## src/rcc_regs.svh

```systemverilog
/*
 * Register indices, byte addresses, field positions, reset values and
 * timing counts of the retry and card control register bank.
 * Assumes a 32-bit AXI4-Lite slave with one aligned word per register.
 */
`ifndef RCC_REGS_SVH
`define RCC_REGS_SVH
`define RCC_IDX_RETRY 8'h90
`define RCC_IDX_CARD 8'h91
`define RCC_ADDR_RETRY 12'h240
`define RCC_ADDR_CARD 12'h244
`define RCC_ADDR_ROUTE 12'h300
`define RCC_ADDR_IRQ_STAT 12'h304
`define RCC_ADDR_IRQ_CLR 12'h308
`define RCC_ADDR_IRQ_EN 12'h30c
`define RCC_RETRY_RESET 8'hc0
`define RCC_CARD_RESET 8'h00
`define RCC_ROUTE_RESET 8'h00
`define RCC_BIT_HOST_EN 7
`define RCC_BIT_CARD_EN 6
`define RCC_BIT_CARD_EXP 3
`define RCC_BIT_HOST_EXP 1
`define RCC_BIT_RING_EN 7
`define RCC_BIT_VIDEO_TRI 6
`define RCC_BIT_SPARE 5
`define RCC_BIT_AUDIO 2
`define RCC_BIT_SPEAKER 1
`define RCC_BIT_FUNC_IRQ 0
`define RCC_BIT_GENERAL_OUTPUT_ZERO 8
`define RCC_BIT_GENERAL_OUTPUT_ONE 9
`define RCC_BIT_GENERAL_INPUT_ZERO 10
`define RCC_BIT_GENERAL_INPUT_ONE 11
`define RCC_RETRY_CYCLES 32768
`define RCC_RESP_OKAY 2'h0
`define RCC_RESP_SLVERR 2'h2
`endif

```

## src/rcc_pkg.sv

```systemverilog
/*
 * Types of the retry and card control register bank.
 * Assumes the constants of rcc_regs.svh.
 */
package rcc_pkg;
   typedef struct packed {
      logic out;
      logic oe;
   } rcc_pin_t;

   typedef enum logic [3:0] {
      RCC_SEL_GPI, RCC_SEL_GPO, RCC_SEL_INTA, RCC_SEL_IRQ3,
      RCC_SEL_IRQ4, RCC_SEL_IRQ5, RCC_SEL_VSTAT, RCC_SEL_VSEL,
      RCC_SEL_AUDIO, RCC_SEL_IRQ9, RCC_SEL_IRQ10, RCC_SEL_IRQ11,
      RCC_SEL_LED, RCC_SEL_IRQ13, RCC_SEL_EVENT, RCC_SEL_IRQ15
   } rcc_sel_t;

   typedef struct packed {
      logic awready;
      logic wready;
      logic bvalid;
      logic [1:0] bresp;
      logic arready;
      logic rvalid;
      logic [1:0] rresp;
      logic [31:0] rdata;
      logic have_aw;
      logic have_w;
      logic [11:0] awaddr;
      logic [7:0] wdata;
      logic wstrb0;
   } rcc_axi_t;

   typedef struct packed {
      rcc_axi_t axi;
      logic [7:0] retry;
      logic [7:0] card;
      logic [7:0] route;
      logic [1:0] gpo;
      logic [2:0] irq_stat;
      logic [2:0] irq_en;
      logic irq;
      logic [1:0] active;
      logic [1:0][15:0] count;
      rcc_pin_t pin_zero;
      rcc_pin_t pin_one;
      rcc_pin_t speaker;
      logic video_tristate;
      logic ring_pme;
      logic ring_route;
      logic serial_data_in;
   } rcc_state_t;
endpackage

```

## src/rcc_ctrl.sv

```systemverilog
/*
 * Retry timeout, card control and multifunction pin routing registers
 * behind an AXI4-Lite slave.
 * Map: retry 0x240, card control 0x244, routing 0x300, interrupt
 * status 0x304, clear 0x308 and enable 0x30c; writes use byte 0 only.
 * Assumes all inputs are synchronous to ref_clk and event inputs are
 * one-cycle pulses.
 */
// The AXI4-Lite interface to the registers was decided locally.
`timescale 1ns/1ps
`include "rcc_regs.svh"

// Operation
// - Bits 7-4 pick the source of multifunction terminal one.
// - Serial bus mode via both supply pull-ups makes terminal one the data line.
// - Bits 3-0 pick terminal zero source; upper codes shared by both terminals.
// - Unreturned retried master sets its expiry flag after the cycle limit.
// - Retry bit 7 enables the host counter, reset one.
// - Retry bit 6 enables the card counter, reset one.
// - Retry bit 3 is the card expiry flag, write one clears.
// - Retry bit 1 is the host expiry flag, write one clears.
// - Retry bits 5, 4, 2, 0 read zero and ignore writes.
// - Card bit 7 gates ring indicate onto its pins, power pin needs mux zero.
// - Card bit 6 places the video terminals in high impedance.
// - Card bit 5 is plain storage with no effect.
// - Card bits 4 and 3 read zero.
// - Card bit 2 routes card audio to the audio PWM terminal.
// - Card bit 1 routes the speaker signal and enables the speaker pin drive.
// - Card bit 0 sets on a card functional interrupt, write one clears.
module rcc_ctrl #(
   parameter int RETRY_CYCLES = `RCC_RETRY_CYCLES
) (
   input wire logic ref_clk,
   input wire logic reset_n,
   input wire logic [11:0] s_axi_awaddr,
   input wire logic s_axi_awvalid,
   output logic s_axi_awready,
   input wire logic [31:0] s_axi_wdata,
   input wire logic [3:0] s_axi_wstrb,
   input wire logic s_axi_wvalid,
   output logic s_axi_wready,
   output logic [1:0] s_axi_bresp,
   output logic s_axi_bvalid,
   input wire logic s_axi_bready,
   input wire logic [11:0] s_axi_araddr,
   input wire logic s_axi_arvalid,
   output logic s_axi_arready,
   output logic [31:0] s_axi_rdata,
   output logic [1:0] s_axi_rresp,
   output logic s_axi_rvalid,
   input wire logic s_axi_rready,
   input wire logic host_retry_issued,
   input wire logic host_master_returned,
   input wire logic card_retry_issued,
   input wire logic card_master_returned,
   input wire logic card_function_irq,
   input wire logic supply_ctrl_a,
   input wire logic supply_ctrl_b,
   input wire logic serial_data_out,
   input wire logic serial_data_oe,
   input wire logic [15:0] irq_lines,
   input wire logic inta_line,
   input wire logic video_status,
   input wire logic video_select,
   input wire logic socket_activity_led,
   input wire logic general_purpose_event,
   input wire logic card_audio_input,
   input wire logic card_speaker_signal,
   input wire logic ring_indicate,
   input wire logic ring_pin_mux_select,
   input wire logic multi_pin_zero_in,
   input wire logic multi_pin_one_in,
   output rcc_pkg::rcc_pin_t multi_pin_zero_select,
   output rcc_pkg::rcc_pin_t multi_pin_one_select,
   output rcc_pkg::rcc_pin_t speaker_output_pin,
   output logic serial_data_in,
   output logic video_tristate_enable,
   output logic ring_pme_pin,
   output logic ring_indicate_output,
   output logic irq
);
   import rcc_pkg::*;

   // Last count value before a retried master is declared lost.
   localparam logic [15:0] LIMIT = 16'(RETRY_CYCLES - 1);

   // The whole state of the bank is one registered word.
   rcc_state_t state_ff;
   rcc_state_t nxt_state;

   // Maps a routing code onto the drive of one terminal.
   function automatic rcc_pin_t route_pin(input logic [3:0] sel, input logic gpo,
                                          input logic audio_en);
      rcc_pin_t p;
      p.oe = 1'b1;
      p.out = 1'b0;
      case (rcc_sel_t'(sel))
         RCC_SEL_GPI: p.oe = 1'b0;
         RCC_SEL_GPO: p.out = gpo;
         RCC_SEL_INTA: p.out = inta_line;
         RCC_SEL_IRQ3: p.out = irq_lines[3];
         RCC_SEL_IRQ4: p.out = irq_lines[4];
         RCC_SEL_IRQ5: p.out = irq_lines[5];
         RCC_SEL_VSTAT: p.out = video_status;
         RCC_SEL_VSEL: p.out = video_select;
         RCC_SEL_AUDIO: p.out = audio_en & card_audio_input;
         RCC_SEL_IRQ9: p.out = irq_lines[9];
         RCC_SEL_IRQ10: p.out = irq_lines[10];
         RCC_SEL_IRQ11: p.out = irq_lines[11];
         RCC_SEL_LED: p.out = socket_activity_led;
         RCC_SEL_IRQ13: p.out = irq_lines[13];
         RCC_SEL_EVENT: p.out = general_purpose_event;
         default: p.out = irq_lines[15];
      endcase
      return p;
   endfunction

   logic [1:0] retry_issued;
   logic [1:0] master_back;
   logic [1:0] count_en;
   logic [1:0] expired;
   logic wr_do;
   logic wr_clr;
   logic serial_mode;
   logic aw_take;
   logic w_take;
   logic wr_land;
   logic b_done;
   logic ar_take;
   logic r_done;
   logic [7:0] wr_byte;
   logic [11:0] wr_addr;

   // Per-channel views: bit 0 is the host bus, bit 1 the card bus.
   assign retry_issued = {card_retry_issued, host_retry_issued};
   assign master_back = {card_master_returned, host_master_returned};
   assign count_en = {state_ff.retry[`RCC_BIT_CARD_EN], state_ff.retry[`RCC_BIT_HOST_EN]};
   assign serial_mode = supply_ctrl_a & supply_ctrl_b;
   assign aw_take = s_axi_awvalid & state_ff.axi.awready;
   assign w_take = s_axi_wvalid & state_ff.axi.wready;
   assign wr_land = state_ff.axi.have_aw & state_ff.axi.have_w & ~state_ff.axi.bvalid;
   assign b_done = state_ff.axi.bvalid & s_axi_bready;
   assign ar_take = s_axi_arvalid & state_ff.axi.arready;
   assign r_done = state_ff.axi.rvalid & s_axi_rready;
   assign wr_byte = state_ff.axi.wdata;
   assign wr_addr = state_ff.axi.awaddr;

   always_comb begin
      nxt_state = state_ff;
      wr_do = 1'b0;
      wr_clr = 1'b0;
      expired = 2'b00;

      // A counter runs from a retry until its master returns or time runs out.
      for (int i = 0; i < 2; i++) begin
         if (!count_en[i] || master_back[i]) begin
            nxt_state.active[i] = 1'b0;
            nxt_state.count[i] = 16'h0000;
         end else if (retry_issued[i] && !state_ff.active[i]) begin
            nxt_state.active[i] = 1'b1;
            nxt_state.count[i] = 16'h0000;
         end else if (state_ff.active[i]) begin
            if (state_ff.count[i] == LIMIT) begin
               expired[i] = 1'b1;
               nxt_state.active[i] = 1'b0;
            end else begin
               nxt_state.count[i] = state_ff.count[i] + 16'h0001;
            end
         end
      end

      // Address and data are taken in either order and held until the write lands.
      if (aw_take) begin
         nxt_state.axi.have_aw = 1'b1;
         nxt_state.axi.awaddr = s_axi_awaddr;
      end
      if (w_take) begin
         nxt_state.axi.have_w = 1'b1;
         nxt_state.axi.wdata = s_axi_wdata[7:0];
         nxt_state.axi.wstrb0 = s_axi_wstrb[0];
      end

      // The response stands until bready is seen high.
      if (b_done) begin
         nxt_state.axi.bvalid = 1'b0;
      end

      // The write lands once both halves are held and no response is pending.
      if (wr_land) begin
         wr_do = state_ff.axi.wstrb0;
         nxt_state.axi.have_aw = 1'b0;
         nxt_state.axi.have_w = 1'b0;
         nxt_state.axi.bvalid = 1'b1;
         nxt_state.axi.bresp = `RCC_RESP_OKAY;
         if (wr_addr == `RCC_ADDR_RETRY) begin
            if (wr_do) begin
               nxt_state.retry[`RCC_BIT_HOST_EN] = wr_byte[`RCC_BIT_HOST_EN];
               nxt_state.retry[`RCC_BIT_CARD_EN] = wr_byte[`RCC_BIT_CARD_EN];
               if (wr_byte[`RCC_BIT_CARD_EXP]) begin
                  nxt_state.retry[`RCC_BIT_CARD_EXP] = 1'b0;
               end
               if (wr_byte[`RCC_BIT_HOST_EXP]) begin
                  nxt_state.retry[`RCC_BIT_HOST_EXP] = 1'b0;
               end
            end
         end else if (wr_addr == `RCC_ADDR_CARD) begin
            if (wr_do) begin
               nxt_state.card[7:5] = wr_byte[7:5];
               nxt_state.card[2:1] = wr_byte[2:1];
               if (wr_byte[`RCC_BIT_FUNC_IRQ]) begin
                  nxt_state.card[`RCC_BIT_FUNC_IRQ] = 1'b0;
               end
            end
         end else if (wr_addr == `RCC_ADDR_ROUTE) begin
            if (wr_do) begin
               nxt_state.route = wr_byte;
            end
         end else if (wr_addr == `RCC_ADDR_IRQ_CLR) begin
            wr_clr = wr_do;
         end else if (wr_addr == `RCC_ADDR_IRQ_EN) begin
            if (wr_do) begin
               nxt_state.irq_en = wr_byte[2:0];
            end
         end else begin
            nxt_state.axi.bresp = `RCC_RESP_SLVERR;
         end
      end

      // General outputs are not writable and hold their value.
      if (wr_land && wr_addr == `RCC_ADDR_ROUTE) begin
         nxt_state.gpo = state_ff.gpo;
      end

      // Reserved bits always read zero.
      nxt_state.retry[5:4] = 2'b00;
      nxt_state.retry[2] = 1'b0;
      nxt_state.retry[0] = 1'b0;
      nxt_state.card[4:3] = 2'b00;

      // Hardware set wins over a clear written in the same cycle.
      if (expired[1]) begin
         nxt_state.retry[`RCC_BIT_CARD_EXP] = 1'b1;
      end
      if (expired[0]) begin
         nxt_state.retry[`RCC_BIT_HOST_EXP] = 1'b1;
      end
      if (card_function_irq) begin
         nxt_state.card[`RCC_BIT_FUNC_IRQ] = 1'b1;
      end

      // Interrupt status follows the same order: clear first, then set.
      if (wr_clr) begin
         nxt_state.irq_stat = state_ff.irq_stat & ~wr_byte[2:0];
      end
      nxt_state.irq_stat = nxt_state.irq_stat | {card_function_irq, expired[1], expired[0]};
      nxt_state.irq = |(nxt_state.irq_stat & nxt_state.irq_en);

      // A read is answered at the edge after its address is taken.
      if (r_done) begin
         nxt_state.axi.rvalid = 1'b0;
      end
      if (ar_take) begin
         nxt_state.axi.rvalid = 1'b1;
         nxt_state.axi.rresp = `RCC_RESP_OKAY;
         nxt_state.axi.rdata = 32'h0000_0000;
         if (s_axi_araddr == `RCC_ADDR_RETRY) begin
            nxt_state.axi.rdata[7:0] = state_ff.retry;
         end else if (s_axi_araddr == `RCC_ADDR_CARD) begin
            nxt_state.axi.rdata[7:0] = state_ff.card;
         end else if (s_axi_araddr == `RCC_ADDR_ROUTE) begin
            nxt_state.axi.rdata[7:0] = state_ff.route;
            nxt_state.axi.rdata[`RCC_BIT_GENERAL_OUTPUT_ZERO] = state_ff.gpo[0];
            nxt_state.axi.rdata[`RCC_BIT_GENERAL_OUTPUT_ONE] = state_ff.gpo[1];
            nxt_state.axi.rdata[`RCC_BIT_GENERAL_INPUT_ZERO] = multi_pin_zero_in;
            nxt_state.axi.rdata[`RCC_BIT_GENERAL_INPUT_ONE] = multi_pin_one_in;
         end else if (s_axi_araddr == `RCC_ADDR_IRQ_STAT) begin
            nxt_state.axi.rdata[2:0] = state_ff.irq_stat;
         end else if (s_axi_araddr == `RCC_ADDR_IRQ_CLR) begin
            nxt_state.axi.rdata = 32'h0000_0000;
         end else if (s_axi_araddr == `RCC_ADDR_IRQ_EN) begin
            nxt_state.axi.rdata[2:0] = state_ff.irq_en;
         end else begin
            nxt_state.axi.rresp = `RCC_RESP_SLVERR;
         end
      end

      // Readies fall while a request is held or its answer stands.
      nxt_state.axi.awready = !nxt_state.axi.have_aw && !nxt_state.axi.bvalid;
      nxt_state.axi.wready = !nxt_state.axi.have_w && !nxt_state.axi.bvalid;
      nxt_state.axi.arready = !nxt_state.axi.rvalid;

      // Pin images are registered from the next state.
      nxt_state.pin_zero = route_pin(nxt_state.route[3:0], nxt_state.gpo[0],
                                     nxt_state.card[`RCC_BIT_AUDIO]);
      nxt_state.pin_one = route_pin(nxt_state.route[7:4], nxt_state.gpo[1],
                                    nxt_state.card[`RCC_BIT_AUDIO]);
      if (nxt_state.route[7:4] == 4'h2) begin
         nxt_state.pin_one.oe = 1'b0;
      end
      if (serial_mode) begin
         nxt_state.pin_one.out = serial_data_out;
         nxt_state.pin_one.oe = serial_data_oe;
      end
      nxt_state.serial_data_in = serial_mode & multi_pin_one_in;

      // Card control outputs.
      nxt_state.speaker.oe = nxt_state.card[`RCC_BIT_SPEAKER];
      nxt_state.speaker.out = nxt_state.card[`RCC_BIT_SPEAKER] & card_speaker_signal;
      nxt_state.video_tristate = nxt_state.card[`RCC_BIT_VIDEO_TRI];
      nxt_state.ring_route = nxt_state.card[`RCC_BIT_RING_EN] & ring_indicate;
      nxt_state.ring_pme = nxt_state.ring_route & !ring_pin_mux_select;
   end

   always_ff @(posedge ref_clk or negedge reset_n) begin
      if (!reset_n) begin
         state_ff <= '0;
         state_ff.retry <= `RCC_RETRY_RESET;
         state_ff.card <= `RCC_CARD_RESET;
         state_ff.route <= `RCC_ROUTE_RESET;
      end else begin
         state_ff <= nxt_state;
      end
   end

   // Every output is a flip-flop of the state word.
   assign s_axi_awready = state_ff.axi.awready;
   assign s_axi_wready = state_ff.axi.wready;
   assign s_axi_bvalid = state_ff.axi.bvalid;
   assign s_axi_bresp = state_ff.axi.bresp;
   assign s_axi_arready = state_ff.axi.arready;
   assign s_axi_rvalid = state_ff.axi.rvalid;
   assign s_axi_rresp = state_ff.axi.rresp;
   assign s_axi_rdata = state_ff.axi.rdata;
   assign multi_pin_zero_select = state_ff.pin_zero;
   assign multi_pin_one_select = state_ff.pin_one;
   assign speaker_output_pin = state_ff.speaker;
   assign serial_data_in = state_ff.serial_data_in;
   assign video_tristate_enable = state_ff.video_tristate;
   assign ring_pme_pin = state_ff.ring_pme;
   assign ring_indicate_output = state_ff.ring_route;
   assign irq = state_ff.irq;
endmodule // rcc_ctrl

```

## config.mk

```make
export PLATFORM = sky130hd
export DESIGN_NAME = rcc_ctrl
export DESIGN_NICKNAME = d
export VERILOG_FILES = /design/src/rcc_pkg.sv /design/src/rcc_ctrl.sv
export VERILOG_INCLUDE_DIRS = /design/src /design/src/src
export SDC_FILE = /design/constraint.sdc
export NUM_CORES = 1
export LEC_CHECK = 0
export BUFFER_PORTS_ARGS = -buffer_cell sky130_fd_sc_hd__buf_2
export CORE_MARGIN = 4
export CORE_UTILIZATION = 53
export DETAILED_ROUTE_END_ITERATION = 7
export PLACE_DENSITY = 0.85
export SLEW_MARGIN = 20
export SYNTH_ARGS = -nofsm -noshare
export SYNTH_HDL_FRONTEND = slang
export SYNTH_SLANG_ARGS = --single-unit
```

## constraint.sdc

```tcl
create_clock -name ref_clk -period 3.9 [get_ports ref_clk]
set_input_delay 0.585 -clock ref_clk [delete_from_list [all_inputs] [get_ports ref_clk]]
set_output_delay 0.585 -clock ref_clk [all_outputs]
set_load 0.01 [all_outputs]
```

==> impl_metrics.ini, run 1 <==
[run_status]
outcome = finished clean

[die]
die_height_um = 110
io_pins = 155
die_area_mm2 = 0.0121
die_w_um = 110
num_rows = 36
initial_core_util_pct = 55.4
coreArea_mm2 = 0.00995

[logic_synthesis]
ys_top_cells_by_area = dfrtp_1 (48%), mux2_2 (7.1%), buf_4 (5.7%), nand2_1 (3.7%), mux2i_1 (3.4%)
avgSynthCellArea_um2 = 10.0
ys.flop_type = dfrtp_1
ys_types = 57
yosys_warnings = 0
syn-cell-area_mm2 = 0.00552
ys_async_sr_fraction_pct = 100
synth_edf_count = 0
synth_top_area_share_pct = 47.6
seq_area_frac_synth_pct = 48.6
synth_top_area_cell = dfrtp_1
synthesis.instances = 550
synth-seq-cells = 107

[routing]
wl_um = 12200
dr.first_iter.drc_count = 213
drc = 0
detail_route.wl_per_cell_um = 16.0
viasPerCell = 5.72
postRouteAntennaNets = 0
vias = 4351
dr.pass1.iters = 7

[clock_tree]
hold_buffers = 0
cts_buffers = 9
cts-resized-gates = 0
htree_levels = 3
clkSlewWorstSetupHoldPaths_ps = 110
post_cts_buffers = 0
tritoncts = done
cts_root_buf = clkbuf_8
clock-sinks = 107
cts_buffer_depth = 2
clk_latency_ps = 370

[global_route]
antenna_found_initial = 0
grt-ovfl-total = 0
grt_use_total_pct = 20.3
grt_pass1_vias = 4174
grt_max_degree = 58
grt_pass1_wl_um = 19400

[placed_design]
globalplace.congestion = 1.00
place_inst = 745
post-place-ws_ps = 856
portBuffers = 95
place_area_mm2 = 0.00588
hpwlAfterDp_um = 9090

[worst_setup_path]
cp_num_buf_inv = 2
cp_data_required_time_ps = 4210
max_stage_delay_ps = 660
end_kind = flip-flop
crit_slowest_cell = or4b_1
cp_cell_sequence = or4b_1 -> nor4_4 -> buf_4 -> mux2i_1 -> clkinv_1 -> nand2_1 -> nor3_1 -> or4_1 -> a21oi_1
crit_fanout = 23
cp_top_family = simple AND/OR/NAND/NOR gates
critPathLaunchType = flip-flop
cp.arrival_ps = 3390
setup.worst_path.class = flip-flop to flip-flop

[pwr]
power_density_mw_per_mm2 = 415
p_leak_nw = 2.84
max-vdd-ir-drop_uv = 361
total_power_mw = 2.52

[sta]
slew_viol_final = 0
hold_viol_final = 0
setup_ws_ps = 816
fin_crit_sh_pct = 79.1
tightest_slew_ps = 895
tns_ps = 0
whs_ps = 263
setup_viol = 0
rsz0062_at_grt = no
fmax_mhz = 324
slew-limit-headroom_pct = 40.3
min_period_ps = 3080
clock_skew_ps = 14.5

[min_path]
hp-class = input pin to async pin

[cells_and_area]
stdcell_area_mm2 = 0.00607
synthToLayoutAreaGrowth_pct = 9.98
final_cells = 761
fin_nets = 728
drive_gt1_share_pct = 25.0
final_util_pct = 61.0
num_antenna_cells = 0

[job]
maxCapViolCount = 0
registers in the layout, summed over array words and instances (netlist names), 2 cells and up:
| name | cells |
|---|---|
| count_en | 2 |
| multi_pin_one_select | 2 |
| multi_pin_zero_select | 2 |
| s_axi_rdata | 10 |
| state_ff | 59 |
| wr_addr | 12 |
| wr_byte | 8 |
cells in the mapped netlist, drive strengths merged (2+ instances only):
cell,instances
nor3,6
nand2,55
and2,10
and4b,2
xnor2,2
or4b,2
nor2b,13
nand2b,12
mux2i,19
a21oi,10
nor3b,4
a22oi,2
and3,9
a222oi,4
o21ai,59
nand3,15
clkinv,2
o32ai,2
a211oi,2
nor2,39
o2bb2ai,3
clkbuf,15
a31oi,4
inv,12
or4,4
buf,46
dfstp,2
nand4,6
o31ai,13
nand3b,3
dfrtp,105
o41ai,6
mux2,36
nor4,6
a221oi,4
a21o,2
ha,2
or2,2
power breakdown:
| part | internal [mW] | switching (mW) |
|---|---|---|
| sequential | 1.25 | 0.169 |
| combinational | 0.215 | 0.193 |
| clock | 0.303 | 0.385 |
| total | 1.77 | 0.748 |
routing by layer:
metal | part of all wire [%] | routed length [um] | global-route usage (%)
met1 | 40 | 4860 | 25.6
met2 | 50 | 6050 | 34.7
met3 | 8.8 | 1070 | 4.37
met4 | 1.4 | 170 | 6.77
met5 | 0 | 0 | 0
path summary, 6_finish.rpt:
check / cells after the start / slack [ps] / endpoint / start
hold reg to reg: 2 / 480 / s_axi_rdata[11] / s_axi_rdata[11]
max in group asynchronous: 2 / 2740 / count_en[1] / reset_n
setup reg to reg: 9 / 820 / multi_pin_zero_select[1] / wr_addr[11]
hold / removal: 1 / 260 / state_ff[98] / reset_n
setup / recovery: 9 / 820 / multi_pin_zero_select[1] / wr_addr[11]
min in group ref_clk: 2 / 360 / ring_pme_pin / ring_pin_mux_select
worst reg2reg max path, cell delays in order (launching register included):
cell,delay [ps]
dfrtp_1,380
or4b_1,660
nor4_4,280
buf_4,330
mux2i_1,370
clkinv_1,160
nand2_1,140
nor3_1,60
or4_1,500
a21oi_1,160
layout by cell type (no fill, tap or decap), types with 3 or more instances in the layout:
master     instances
nand2b_1          12
o41ai_1            6
mux2_2            35
o21ai_1           21
nand3b_1           3
inv_1             12
a222oi_1           4
buf_4              6
and2_0             4
a21oi_1           10
nor3b_1            4
nand4_1            6
and2_1             6
o21ai_0           38
a31oi_1            4
nor2_1            39
o31ai_1           13
nand3_1           15
clkbuf_8           9
or4_1              3
nor3_1             6
mux2i_1           19
o2bb2ai_1          3
a221oi_1           4
and3_1             9
nor4_1             4
dfrtp_1          105
nor2b_1           13
conb_1            24
nand2_1           55
buf_2             94
cells by family (layout without fill, tap and decap cells):
group	count (synthesis)	in the layout	synth area share, %
muxes	55	55	10.8
DFF	107	107	48.6
buffers and inverters	75	130	8.41
AOI/OAI and AO/OA	117	117	13.3
xor gates and xnor gates	2	2	0.318
and+or+nand+nor	191	191	18.1
adders and majority gates	2	2	0.453
other	1	24	0.0680
layout make-up:
type                       count  area [um^2]
tap                          133          166
clock buffer                  11          131
fill                         851         3890
clock inverter                 5         61.3
multi-input combinational    391         2460
sequential                   107         2680
inverter                      14         53.8
timing repair buffer         100          515
Power figures use the tool's default switching activity.
==> inputs of run 2 (changes only) <==
- CORE_UTILIZATION: 53 -> 48
- PLACE_DENSITY: 0.85 -> 0.81
- clock period: 3.9 -> 2.5 ns (I/O delays scaled with it)
==> impl_metrics.ini, run 2 (synthesis gave the netlist of run 1 again) <==
[cells_and_area]
largest_register_ff_count = 59
synthToLayoutAreaGrowth_pct = 20.2
fin_nets = 768
num_antenna_cells = 0
final_util_pct = 60.1
final_common_cell = dfrtp_1
mostFrequentLayoutCells = dfrtp_1 (105), buf_2 (94), nand2_1 (54)
largest_register = state_ff
drive_gt1_share_pct = 32.0
nFillCells = 914
multi_input_area_mm2 = 0.00255
seq_area_mm2 = 0.00268

[placed_design]
globalplace.congestion = 0.889
portBuffers = 95
hpwlAfterDp_um = 9600

[worst_setup_path]
cp_data_required_time_ps = 2720
crit_fanout = 6
crit_slowest_cell = or4b_4
critPathLaunchType = flip-flop
max_stage_delay_ps = 560
setup.worst_path.class = flip-flop to flip-flop
cp_cell_sequence = or4b_4 -> nor4_4 -> buf_12 -> mux2_4 -> a222oi_1 -> a21oi_1 -> a221oi_2 -> o21ai_1
cp.arrival_ps = 2980
end_kind = flip-flop

[clock_tree]
cts_buffer_depth = 2
clock-sinks = 107
htree_levels = 3
clkSlewWorstSetupHoldPaths_ps = 70
tritoncts = done
cts_root_buf = clkbuf_16
clk_latency_ps = 340
cts_buffers = 9
hold_buffers = 0

[global_route]
grt_pass1_wl_um = 21500
grt_pass1_vias = 4604
grt_use_total_pct = 20.0
grt-ovfl-total = 0
grt_max_degree = 41
antenna_found_initial = 0

[die]
die_w_um = 115
initial_core_util_pct = 50.0
io_pins = 155
num_rows = 38
die_height_um = 115
coreArea_mm2 = 0.0110
die_area_mm2 = 0.0133

[sta]
clock_skew_ps = 10.1
slew_viol_final = 0
min_period_ps = 2750
rsz0062_at_grt = yes
slew-limit-headroom_pct = 60.7
fin_crit_sh_pct = 110
hold_viol_final = 5
setup_ws_ps = -253
tightest_slew_ps = 588
whs_ps = -3.70
setup_viol = 4
tns_ps = -744
fmax_mhz = 363

[routing]
detail_route.wl_per_cell_um = 16.4
viasPerCell = 5.66
wl_um = 13200
dr.pass1.iters = 5
postRouteAntennaNets = 0
dr.first_iter.drc_count = 369
drc = 0
vias = 4572

[pwr]
total_power_mw = 4.35
max-vdd-ir-drop_uv = 540
p_leak_nw = 3.13
power_density_mw_per_mm2 = 656

[run_status]
outcome = complete, but fails checks
violations = hold timing, setup timing

[min_path]
hp-class = input pin to async pin

[job]
maxCapViolCount = 0
-- run 2: cell count changes in the layout (fill, tap and decap cells not counted), sizes merged --
cell / previous run / this run
buf: 100 / 139
clkinv: 4 / 5
inv: 14 / 15
bufinv: 1 / 0
-- run 2: path summary, 6_finish.rpt --
check,slack (ps),endpoint,cells past startpoint,start
min in group ref_clk,180,ring_pme_pin,2,ring_pin_mux_select
worst max-delay path,-250,multi_pin_one_select[1],8,wr_addr[1]
worst min-delay path,-4,state_ff[99],1,reset_n
worst max register to register,-250,multi_pin_one_select[1],8,wr_addr[1]
worst min register to register,470,s_axi_rdata[11],2,s_axi_rdata[11]
max in group asynchronous,1850,count_en[0],2,reset_n
-- run 2: critical path, delay by kind of cell (launching register included) --
family | cells | cell delay, ps
AND/OR/NAND/NOR | 2 | 930
buffers and inverters | 1 | 180
multiplexers | 1 | 300
AO/OA/AOI/OAI | 4 | 840
flip-flops | 1 | 380
-- run 2: per-stage QoR --
stage | worst slack, ps | instance area (um^2) | std cells
6_report | -253 | 6630 | 808
5_1_grt | -381 | 6630 | 808
4_1_cts | -236 | 6530 | 803
3_5_place_dp | -282 | 6190 | 784
3_3_place_gp | -213 | 6190 | 784
2_1_floorplan | -310 | 5630 | 573
-- run 2: where the power goes --
group,switching (mW),leakage [nW],internal [mW]
logic,0.359,1.59,0.423
clock network,0.643,0.145,0.714
registers,0.254,1.39,1.96
-- run 2: layout make-up --
class	instances	area share, %
clock buffer	10	3.60
clock inverter	6	0.717
inverter	14	0.811
multi-input combinational	391	38.4
sequential	107	40.4
tap	140	2.64
timing repair buffer	140	13.4
-- run 2: repair_timing --
action                                 4_1_cts  5_1_grt
endpoints found under the hold margin        0        0
pin swaps                                    2        6
cloned                                       0        1
setup endpoints to repair                    8       20
gates resized for setup                      7       12
setup buffers                                3        4
-- run 2: per-layer routing --
metal | global-route usage (%) | up-vias | wire length (um)
li1 | - | 2136 | -
met1 | 25.0 | 2228 | 5260
met2 | 35.8 | 193 | 6840
met3 | 4.26 | 15 | 978
met4 | 4.46 | 0 | 162
met5 | 0 | - | 0
